**src/rtl/dsp_status_pkg.sv**
```systemverilog
package dsp_status_pkg;

  // ********************************************************
  // register selection and layout
  // ********************************************************
  localparam logic SEL_ONE = 1'b0;
  localparam logic SEL_TWO = 1'b1;
  localparam int REG_W = 16;
  localparam int POS_W = 4;

  // status_reg_one fields
  localparam int SIGN_EXT_BIT = 8;
  localparam int WIDE_ACC_BIT = 10;
  localparam int EXT_FLAG_BIT = 13;
  localparam logic [15:0] ONE_MASK = 16'h2500;
  localparam logic [15:0] ONE_RESET = 16'h2100;

  // status_reg_two fields
  localparam int PTR_CIRC_LSB = 0;
  localparam int PTR_COUNT = 8;
  localparam int COEF_CIRC_BIT = 8;
  localparam int DEBUG_BLOCK_BIT = 12;
  localparam int PTR_MODE_BIT = 15;
  localparam logic [15:0] TWO_MASK = 16'h91ff;
  localparam logic [15:0] TWO_RESET = 16'h1000;
  localparam logic [15:0] DEBUG_MASK = 16'h1000;

  // ********************************************************
  // datapath widths
  // ********************************************************
  localparam int ACC_W = 40;
  localparam int LOW_W = 32;
  localparam int HALF_W = 16;
  localparam int GUARD_W = 8;
  localparam int DUAL_W = 24;
  localparam int MAC_W = 17;
  localparam int AMT_W = 6;
  localparam int SUBC_ALIGN = 15;

  // ********************************************************
  // operation kinds
  // ********************************************************
  typedef enum logic [2:0] {
    OPND_ARITH40 = 3'h0,
    OPND_LOGIC = 3'h1,
    OPND_DUAL_HI = 3'h3,
    OPND_PLAIN16 = 3'h2
  } opnd_kind_e;

  typedef enum logic [1:0] {
    SHIFT_SIGNED = 2'h0,
    SHIFT_LOGICAL = 2'h1,
    SHIFT_DUAL = 2'h3
  } shift_kind_e;

  // single-bit set or clear request
  typedef struct packed {
    logic valid;
    logic set;
    logic sel;
    logic [3:0] pos;
  } bit_op_s;

  // flow events that touch the status words
  typedef struct packed {
    logic hw_int;
    logic soft_int;
    logic trap;
    logic sw_reset;
    logic reti;
  } flow_evt_s;

endpackage

```
**src/rtl/dsp_status_bits.sv**
```systemverilog
// Function
// - sign_ext_mode is bit 8 of status_reg_one, read/write, reset 1.
// - wide_acc_mode bit 10 selects 32-bit (0) or 40-bit (1) D-unit ops.
// - sign_ext_mode 0 zero-extends short operands to 40 bits.
// - sign_ext_mode 1 sign-extends short operands to 40 bits.
// - dual mode upper-part values extend to 24 bits per sign_ext_mode.
// - dual mode right-shifted halves take sign or zero fill.
// - signed 32-bit shift fills guard bits 39-32 with bit 31 or zero.
// - signed right shift fill follows sign_ext_mode, unsigned gives zero.
// - conditional subtract correct for any 16-bit divisor when mode off.
// - logic, rotate, logical shift always zero-extend to 40 bits.
// - multiply-accumulate inputs sign-extend 16 to 17 bits unless unsigned-qualified, then zero.
// - unsigned-qualified operands are unsigned, overriding sign_ext_mode.
// - ext_flag_out bit 13, reset 1, drives the flag pin level.
// - eight ptr_circ_cfg bits at bit n, reset 0, 1 means circular.
// - ptr_mode_switch bit 15, reset 0, selects DSP or control mode.
// - control mode allows short offset; extended ones never issue paired.
// - coef_ptr_circ_cfg bit 8, reset 0, 1 means circular pointer.
// - debug_block bit 12 reset 1 blocks emulator, hw breakpoints, halts.
// - debug_block changes only through single-bit set and clear, entry events and return; word writes keep it.
// - interrupt, soft int, trap or reset entry pushes status_reg_two.
// - interrupt, soft int, reset entry set debug_block; trap does not.
// - return from interrupt reloads debug_block from the stacked word.
module dsp_status_bits (
  // clock and reset
  input wire logic CLK_IN,
  input wire logic SYS_RST_IN,
  // single-bit set and clear
  input wire dsp_status_pkg::bit_op_s BIT_OP_IN,
  // whole-word register write
  input wire logic REG_WR_IN,
  input wire logic REG_SEL_IN,
  input wire logic [15:0] REG_WDATA_IN,
  // program flow events
  input wire dsp_status_pkg::flow_evt_s FLOW_IN,
  input wire logic [15:0] STACK_TWO_IN,
  // operand extension
  input wire logic [15:0] OPND_IN,
  input wire dsp_status_pkg::opnd_kind_e OPND_KIND_IN,
  input wire logic OPND_UNS_IN,
  // accumulator shifter and conditional subtract
  input wire logic [39:0] ACC_IN,
  input wire logic [5:0] SHIFT_AMT_IN,
  input wire logic SHIFT_LEFT_IN,
  input wire dsp_status_pkg::shift_kind_e SHIFT_KIND_IN,
  input wire logic ACC_UNS_IN,
  // issue and debug requests
  input wire logic PAR_REQ_IN,
  input wire logic OFS_EXT_IN,
  input wire logic EMU_REQ_IN,
  input wire logic HW_BKPT_IN,
  input wire logic HALT_REQ_IN,
  input wire logic SW_BKPT_IN,
  // register read back
  output logic [15:0] STATUS_ONE_OUT,
  output logic [15:0] STATUS_TWO_OUT,
  // stack push
  output logic PUSH_VALID_OUT,
  output logic [15:0] PUSH_DATA_OUT,
  // mode outputs
  output logic EXT_FLAG_OUT,
  output logic SIGN_EXT_OUT,
  output logic WIDE_ACC_OUT,
  output logic [7:0] PTR_CIRC_OUT,
  output logic COEF_CIRC_OUT,
  output logic REV_CARRY_EN_OUT,
  output logic SHORT_OFS_EN_OUT,
  output logic DEBUG_BLOCK_OUT,
  // datapath results
  output logic [39:0] OPND_EXT_OUT,
  output logic [16:0] MAC_OPND_OUT,
  output logic [39:0] SHIFT_OUT,
  output logic [39:0] SUBC_OUT,
  // issue and debug answers
  output logic PAR_GRANT_OUT,
  output logic EMU_GRANT_OUT,
  output logic HALT_OUT
);

  // ********************************************************
  // helpers
  // ********************************************************

  // fill bit of a short operand: sign only when enabled and signed
  function automatic logic fill_of(input logic msb, input logic sxm,
                                   input logic uns);
    fill_of = msb & sxm & ~uns;
  endfunction

  // right shift of a left-justified value with a chosen fill bit
  function automatic logic [39:0] shr_fill(input logic [39:0] v,
                                           input logic [5:0] a,
                                           input logic f);
    logic [39:0] ones;
    ones = {40{1'b1}};
    shr_fill = f ? ((v >> a) | ~(ones >> a)) : (v >> a);
  endfunction

  // ********************************************************
  // status words
  // ********************************************************
  logic [15:0] status_reg_one;
  logic [15:0] status_reg_two;
  logic [15:0] next_one;
  logic [15:0] next_two;
  logic sxm;
  logic m40;
  logic dbg;
  logic entry_evt;
  logic block_evt;

  assign sxm = status_reg_one[dsp_status_pkg::SIGN_EXT_BIT];
  assign m40 = status_reg_one[dsp_status_pkg::WIDE_ACC_BIT];
  assign dbg = status_reg_two[dsp_status_pkg::DEBUG_BLOCK_BIT];

  // entry events that save status_reg_two
  // entry pushes word
  assign entry_evt = FLOW_IN.hw_int | FLOW_IN.soft_int | FLOW_IN.trap |
                     FLOW_IN.sw_reset;
  assign block_evt = FLOW_IN.hw_int | FLOW_IN.soft_int | FLOW_IN.sw_reset;

  // next value of status_reg_one
  always_comb begin
    next_one = status_reg_one;
    if (REG_WR_IN && REG_SEL_IN == dsp_status_pkg::SEL_ONE) begin
      next_one = REG_WDATA_IN;
    end
    if (BIT_OP_IN.valid && BIT_OP_IN.sel == dsp_status_pkg::SEL_ONE) begin
      next_one[BIT_OP_IN.pos] = BIT_OP_IN.set;
    end
    next_one = next_one & dsp_status_pkg::ONE_MASK;
  end

  // next value of status_reg_two
  always_comb begin
    next_two = status_reg_two;
    if (REG_WR_IN && REG_SEL_IN == dsp_status_pkg::SEL_TWO) begin
      next_two = (REG_WDATA_IN & ~dsp_status_pkg::DEBUG_MASK) |
                 (status_reg_two & dsp_status_pkg::DEBUG_MASK);
    end
    if (BIT_OP_IN.valid && BIT_OP_IN.sel == dsp_status_pkg::SEL_TWO) begin
      next_two[BIT_OP_IN.pos] = BIT_OP_IN.set;
    end
    if (FLOW_IN.reti) begin
      next_two = STACK_TWO_IN;
    end
    if (block_evt) begin
      next_two[dsp_status_pkg::DEBUG_BLOCK_BIT] = 1'b1;
    end
    next_two = next_two & dsp_status_pkg::TWO_MASK;
  end

  // status_reg_one storage
  // sign extension resets on
  always_ff @(posedge CLK_IN) begin
    if (SYS_RST_IN) begin
      status_reg_one <= dsp_status_pkg::ONE_RESET;
    end else begin
      status_reg_one <= next_one;
    end
  end

  // status_reg_two storage
  // debug_block resets set
  always_ff @(posedge CLK_IN) begin
    if (SYS_RST_IN) begin
      status_reg_two <= dsp_status_pkg::TWO_RESET;
    end else begin
      status_reg_two <= next_two;
    end
  end

  // ********************************************************
  // read back and mode outputs
  // ********************************************************

  // registered copies of the status words and their fields
  always_ff @(posedge CLK_IN) begin
    if (SYS_RST_IN) begin
      STATUS_ONE_OUT <= dsp_status_pkg::ONE_RESET;
      STATUS_TWO_OUT <= dsp_status_pkg::TWO_RESET;
    end else begin
      STATUS_ONE_OUT <= next_one;
      STATUS_TWO_OUT <= next_two;
    end
  end

  // mode bits follow the stored words in the same edge
  always_ff @(posedge CLK_IN) begin
    if (SYS_RST_IN) begin
      EXT_FLAG_OUT <= dsp_status_pkg::ONE_RESET[dsp_status_pkg::EXT_FLAG_BIT];
      SIGN_EXT_OUT <= dsp_status_pkg::ONE_RESET[dsp_status_pkg::SIGN_EXT_BIT];
      WIDE_ACC_OUT <= dsp_status_pkg::ONE_RESET[dsp_status_pkg::WIDE_ACC_BIT];
      PTR_CIRC_OUT <= dsp_status_pkg::TWO_RESET[7:0];
      COEF_CIRC_OUT <=
        dsp_status_pkg::TWO_RESET[dsp_status_pkg::COEF_CIRC_BIT];
      REV_CARRY_EN_OUT <=
        ~dsp_status_pkg::TWO_RESET[dsp_status_pkg::PTR_MODE_BIT];
      SHORT_OFS_EN_OUT <=
        dsp_status_pkg::TWO_RESET[dsp_status_pkg::PTR_MODE_BIT];
      DEBUG_BLOCK_OUT <=
        dsp_status_pkg::TWO_RESET[dsp_status_pkg::DEBUG_BLOCK_BIT];
    end else begin
      EXT_FLAG_OUT <= next_one[dsp_status_pkg::EXT_FLAG_BIT];
      SIGN_EXT_OUT <= next_one[dsp_status_pkg::SIGN_EXT_BIT];
      WIDE_ACC_OUT <= next_one[dsp_status_pkg::WIDE_ACC_BIT];
      PTR_CIRC_OUT <= next_two[dsp_status_pkg::PTR_CIRC_LSB +:
                               dsp_status_pkg::PTR_COUNT];
      COEF_CIRC_OUT <= next_two[dsp_status_pkg::COEF_CIRC_BIT];
      REV_CARRY_EN_OUT <= ~next_two[dsp_status_pkg::PTR_MODE_BIT];
      SHORT_OFS_EN_OUT <= next_two[dsp_status_pkg::PTR_MODE_BIT];
      DEBUG_BLOCK_OUT <= next_two[dsp_status_pkg::DEBUG_BLOCK_BIT];
    end
  end

  // ********************************************************
  // stack push
  // ********************************************************

  // the word saved is the one before entry changes it
  always_ff @(posedge CLK_IN) begin
    if (SYS_RST_IN) begin
      PUSH_VALID_OUT <= 1'b0;
      PUSH_DATA_OUT <= 16'h0000;
    end else begin
      PUSH_VALID_OUT <= entry_evt;
      PUSH_DATA_OUT <= entry_evt ? status_reg_two : PUSH_DATA_OUT;
    end
  end

  // ********************************************************
  // operand extension
  // ********************************************************
  logic [39:0] next_opnd;
  logic [16:0] next_mac;
  logic opnd_fill;

  assign opnd_fill = fill_of(OPND_IN[15], sxm, OPND_UNS_IN);

  // extension by operation kind
  always_comb begin
    next_opnd = {{24{1'b0}}, OPND_IN};
    case (OPND_KIND_IN)
      dsp_status_pkg::OPND_ARITH40: begin
        next_opnd = {{24{opnd_fill}}, OPND_IN};
      end
      dsp_status_pkg::OPND_LOGIC: begin
        next_opnd = {{24{1'b0}}, OPND_IN};
      end
      dsp_status_pkg::OPND_DUAL_HI: begin
        next_opnd = {{8{opnd_fill}}, OPND_IN, 16'h0000};
      end
      default: begin
        next_opnd = {{24{1'b0}}, OPND_IN};
      end
    endcase
  end

  // multiply-accumulate input ignores sign_ext_mode
  // sign to 17 bits
  assign next_mac = {OPND_IN[15] & ~OPND_UNS_IN, OPND_IN};

  // registered operand results
  always_ff @(posedge CLK_IN) begin
    if (SYS_RST_IN) begin
      OPND_EXT_OUT <= 40'h00_0000_0000;
      MAC_OPND_OUT <= 17'h0_0000;
    end else begin
      OPND_EXT_OUT <= next_opnd;
      MAC_OPND_OUT <= next_mac;
    end
  end

  // ********************************************************
  // accumulator shifter
  // ********************************************************
  logic [39:0] next_shift;
  logic [39:0] sh40;
  logic [31:0] sh32;
  logic [15:0] sh_hi;
  logic [15:0] sh_lo;
  logic [39:0] sh_tmp;
  logic f40;
  logic f32;
  logic f_hi;
  logic f_lo;

  // fill bits for the three widths
  // fill follows mode and qualifier
  assign f40 = fill_of(ACC_IN[39], sxm, ACC_UNS_IN);
  assign f32 = fill_of(ACC_IN[31], sxm, ACC_UNS_IN);
  assign f_hi = fill_of(ACC_IN[31], sxm, ACC_UNS_IN);
  assign f_lo = fill_of(ACC_IN[15], sxm, ACC_UNS_IN);

  // shift by width and kind
  always_comb begin
    sh40 = ACC_IN;
    sh32 = ACC_IN[31:0];
    sh_hi = ACC_IN[31:16];
    sh_lo = ACC_IN[15:0];
    sh_tmp = ACC_IN;
    next_shift = ACC_IN;
    case (SHIFT_KIND_IN)
      dsp_status_pkg::SHIFT_SIGNED: begin
        if (SHIFT_LEFT_IN) begin
          sh40 = ACC_IN << SHIFT_AMT_IN;
        end else begin
          sh40 = shr_fill(ACC_IN, SHIFT_AMT_IN, f40);
        end
        sh_tmp = shr_fill({ACC_IN[31:0], 8'h00}, SHIFT_AMT_IN, f32);
        if (!SHIFT_LEFT_IN) begin
          sh32 = sh_tmp[39:8];
        end else begin
          sh32 = ACC_IN[31:0] << SHIFT_AMT_IN;
        end
        next_shift = m40 ? sh40 : {{8{sxm & sh32[31]}}, sh32};
      end
      dsp_status_pkg::SHIFT_LOGICAL: begin
        if (SHIFT_LEFT_IN) begin
          sh40 = ACC_IN << SHIFT_AMT_IN;
          sh32 = ACC_IN[31:0] << SHIFT_AMT_IN;
        end else begin
          sh40 = ACC_IN >> SHIFT_AMT_IN;
          sh32 = ACC_IN[31:0] >> SHIFT_AMT_IN;
        end
        next_shift = m40 ? sh40 : {8'h00, sh32};
      end
      dsp_status_pkg::SHIFT_DUAL: begin
        sh_tmp = shr_fill({ACC_IN[31:16], 24'h00_0000}, SHIFT_AMT_IN, f_hi);
        sh_hi = sh_tmp[39:24];
        sh_tmp = shr_fill({ACC_IN[15:0], 24'h00_0000}, SHIFT_AMT_IN, f_lo);
        sh_lo = sh_tmp[39:24];
        next_shift = {{8{f_hi}}, sh_hi, sh_lo};
      end
      default: begin
        next_shift = ACC_IN;
      end
    endcase
  end

  // registered shift result
  always_ff @(posedge CLK_IN) begin
    if (SYS_RST_IN) begin
      SHIFT_OUT <= 40'h00_0000_0000;
    end else begin
      SHIFT_OUT <= next_shift;
    end
  end

  // ********************************************************
  // conditional subtract step
  // ********************************************************
  logic [39:0] divisor;
  logic [39:0] diff;
  logic [39:0] next_subc;

  // divisor fill follows sign_ext_mode; zero fill keeps top-bit divisors correct
  assign divisor = {{24{opnd_fill}}, OPND_IN} << dsp_status_pkg::SUBC_ALIGN;
  assign diff = ACC_IN - divisor;

  // keep difference when non-negative, then shift in the quotient bit
  always_comb begin
    if (!diff[39]) begin
      next_subc = {diff[38:0], 1'b1};
    end else begin
      next_subc = {ACC_IN[38:0], 1'b0};
    end
  end

  // registered subtract result
  always_ff @(posedge CLK_IN) begin
    if (SYS_RST_IN) begin
      SUBC_OUT <= 40'h00_0000_0000;
    end else begin
      SUBC_OUT <= next_subc;
    end
  end

  // ********************************************************
  // issue and debug gating
  // ********************************************************

  // paired issue refused for extended-offset instructions
  always_ff @(posedge CLK_IN) begin
    if (SYS_RST_IN) begin
      PAR_GRANT_OUT <= 1'b0;
    end else begin
      PAR_GRANT_OUT <= PAR_REQ_IN & ~OFS_EXT_IN;
    end
  end

  // emulator and halt gating by debug_block
  always_ff @(posedge CLK_IN) begin
    if (SYS_RST_IN) begin
      EMU_GRANT_OUT <= 1'b0;
      HALT_OUT <= 1'b0;
    end else begin
      EMU_GRANT_OUT <= EMU_REQ_IN & ~dbg;
      HALT_OUT <= SW_BKPT_IN | (~dbg & (HW_BKPT_IN | HALT_REQ_IN));
    end
  end

endmodule

```
**config.mk**
```make
export PLATFORM = sky130hd
export DESIGN_NAME = dsp_status_bits
export DESIGN_NICKNAME = d
export VERILOG_FILES = /design/src/rtl/dsp_status_pkg.sv /design/src/rtl/dsp_status_bits.sv
export SDC_FILE = /design/constraint.sdc
export NUM_CORES = 1
export LEC_CHECK = 0
export BUFFER_PORTS_ARGS = -buffer_cell sky130_fd_sc_hd__buf_2
export CAP_MARGIN = 10
export CORE_AREA = 2 2 217 219
export DETAILED_ROUTE_END_ITERATION = 8
export DIE_AREA = 0 0 219 221
export HOLD_SLACK_MARGIN = 0.15
export SLEW_MARGIN = 20
export SYNTH_ARGS = -nofsm -noshare
export SYNTH_HDL_FRONTEND = slang
export SYNTH_SLANG_ARGS = --single-unit
```
**constraint.sdc**
```tcl
create_clock -name CLK_IN -period 6.75 [get_ports CLK_IN]
set_input_delay 1.35 -clock CLK_IN [delete_from_list [all_inputs] [get_ports CLK_IN]]
set_output_delay 1.35 -clock CLK_IN [all_outputs]
set_load 0.01 [all_outputs]
```
==> impl_results.md <==
* Status: finished clean
* Inst Count DP at 2573
* Sink Count at 160
* Site Rows at 79
* Fin. max-slew vios at 0
* Critical Path End Type: flop
* Clock latency on the worst-skew pair at 0.48 ns
* Commonest non-fill, non-tap cells in the layout: 305 x nor2_1, 292 x buf_2, 176 x a21oi_1, 170 x nand2_1, 160 x dfxtp_1
* Hold slack at 0.4543 ns
* Root Driver: clkbuf_16
* Setup crit start kind: input pin
* Post-synth ARST share at 0%
* Worst path cell trace: buf_2 -> nand3b_1 -> ha_1 -> and3_1 -> a221oi_1 -> nand2_1 -> o21a_1 -> o211ai_1 -> buf_4 -> mux2_2 -> nor2_1
* VDD IR max at 0.2107 mV
* Worst slew pin tran at 1.207 ns
* Die ar. at 48400 µm²
* I/O pin count at 328
* Post-Synthesis Cells at 1803
* Clk slew on worst S/H paths at 0.07 ns
* Synth Flop Type: dfxtp_1
* Routed Wire Length at 66.65 mm
* Area Growth Syn to Fin at 16.54%
* Hold-fix buffers at CTS at 0
* Met3 wire length at 6.769 mm
* Vias/cell at 5.920
* Final hold vios at 0
* Layout Skew at 0.009071 ns
* Global-route wire length before repair at 97.40 mm
* Postcts setup bufs at 0
* Most common cell after layout, fill and taps aside: nor2_1
* Yosys warnings at 0
* Psw at 1.190 mW
* Most area-consuming cells after synthesis: dfxtp_1 24%, mux4_2 8.8%, nor2_1 8.5%, a21oi_1 6.5%, mux2i_1 5.1%
* Fmax at 211.0 MHz
* Setup violators final at 0
* CP Class: input pin to flop
* Top sig layer: met5
* Cell taking the most area after synthesis: dfxtp_1
* Remaining Overflow, GRT at 0
* Share of the synthesized area in the top cell type at 23.50%
* Initial antenna violation count at 3
* Setup tns final at 0 ns
* Wl on met1 at 27.92 mm
* P_int at 2.072 mW
* Worst setup path start: OPND_UNS_IN
* Post-layout nets at 2134
* Initial Utilization at 29.59%
* Routability cong. at 1.027
* Layout Utilization at 34.48%
* Via count at 15427
* Die Y-Extent at 221 µm
* Crit Path Max Fanout at 20
* Post-synthesis sequential area ratio at 23.50%
* Final period util at 70.22%
* DIE WIDTH at 219 µm
* Hold Crit Start: PUSH_DATA_OUT[3]
* Seq pwr share at 31.7%
* Clock Tree Buf Depth at 2
* Vias in the first global route at 14626
* Yosys cell types at 83
* Htree depth at 4
* Crit-path max cell delay at 0.67 ns
* Post-synth EDFFs at 0
* Comb pwr share at 34.5%
* Largest net degree at the start of global routing at 92
* Min-delay worst type: flop to flop
* Slew HR at 19.23%
* Cell leakage power at 6.730 nW
* DRC at 0
* Pre-antenna DRT Iters at 6
* Tot Pwr at 3.262 mW
* Clock share of power at 33.8%
* Core area at 46060 µm²
* Clock buffer count from CTS at 17
* Hpwl dp at 49.97 mm
* Maxcap violations at 0
* Initial drt markers at 1985
* Slowest CP cell: o211ai_1
* Power per cell area at 205.4 nW/µm²
* Share of cells above drive strength 1 at 23.02%
* CTS tree: done
* Reg2Reg Launch Point: STATUS_ONE_OUT[8]
* Cell Area, Synth at 13630 µm²
* ANT nets after route at 0
* Cells resized by post-CTS repair at 0
* Post-route insts no fill at 2606
* CP Data Arrival Time at 5.15 ns
* WP data required at 7.16 ns
* Number of I/O port buffers at 295
* Total GRT Usage at 27.07%
* Synthesized flop and latch total at 160
* RSZ-0062 raised after global routing: no
* Final min period at 4.740 ns
* Avg WL per Cell at 25.58 µm
* Routed length on met2 at 29.33 mm
* Syn_area_per_cell at 7.559 µm²
* Switching power share of the total at 36.48%
[power by group through the flow]
stage | logic (mW) | registers (mW) | clock network [mW]
floorplan | 0.673 | 1.09 | 0
global placement | 1.09 | 1.06 | 0
detailed placement | 1.09 | 1.06 | 0
CTS | 1.10 | 1.04 | 1.14
global route | 1.20 | 1.04 | 1.17
finish | 1.12 | 1.04 | 1.10
[cell usage after synthesis (all sizes together) (9+ instances only)]
library cell    n
a211oi         24
a21o           10
a21oi         178
a221oi         15
a22o            9
a31oi          21
buf            94
clkbuf        103
dfxtp         160
ha             24
inv            38
mux2           19
mux2i          70
mux4           64
nand2         170
nand2b         16
nand3          31
nor2          308
nor2b          26
nor3           65
o211ai         28
o21a            9
o21ai         103
o221ai         11
o22ai          44
o311ai          9
or3            10
xnor2          14
[path summary, 6_finish.rpt]
check	slack, ns	cells after the start	to
worst max-delay path	2.01	11	SUBC_OUT[16]
worst min-delay path	0.45	2	PUSH_DATA_OUT[3]
worst max register to register	2.61	10	SUBC_OUT[16]
worst min register to register	0.45	2	PUSH_DATA_OUT[3]
[layer usage]
metal,GRT usage (%),vias up
met5,0,-
met4,11.64,4
met3,6.007,141
met2,40.51,945
met1,37.22,7444
li1,-,6893
[worst max-delay path, delay by kind of cell]
| kind | cells | cell delay (ns) |
|---|---|---|
| muxes | 1 | 0.38 |
| buffers and inverters | 2 | 0.55 |
| AOI/OAI and AO/OA | 3 | 1.21 |
| adders and majority gates | 1 | 0.58 |
| and+or+nand+nor | 4 | 1.05 |
[logic make-up after synthesis]
group | after synthesis | share of synthesized area [%]
AOI/OAI and AO/OA | 532 | 24.67
xor gates and xnor gates | 21 | 1.350
adders and majority gates | 26 | 2.424
buffers and inverters | 238 | 8.969
DFF | 160 | 23.50
muxes | 153 | 17.59
other | 1 | 0.02751
and+or+nand+nor | 672 | 21.47
[final cells by class]
type | instances | area (µm²)
inverters | 41 | 153.9
fillers | 4962 | 30180
diodes | 1 | 2.502
repair buffers | 338 | 1819
clock inverters | 14 | 225.2
clock buffers | 18 | 429.2
well taps | 607 | 759.5
flip-flops and latches | 160 | 3203
multi-input cells | 1427 | 9291
[flip-flops by register name, summed over array words and instances (netlist names)]
signal            cells
EMU_GRANT_OUT         1
HALT_OUT              1
MAC_OPND_OUT         17
OPND_EXT_OUT         33
PAR_GRANT_OUT         1
PUSH_DATA_OUT        11
PUSH_VALID_OUT        1
REV_CARRY_EN_OUT      1
SHIFT_OUT            40
STATUS_ONE_OUT        3
STATUS_TWO_OUT       11
SUBC_OUT             40
[through the flow]
step	instance area, µm²	setup slack [ns]
after floorplan	13710	2.863
after global placement	15230	1.587
after detailed placement	15230	1.563
after CTS	15880	2.070
after global routing	15880	1.781
final	15880	2.010
Note: power is estimated with default switching activity, not from simulation.
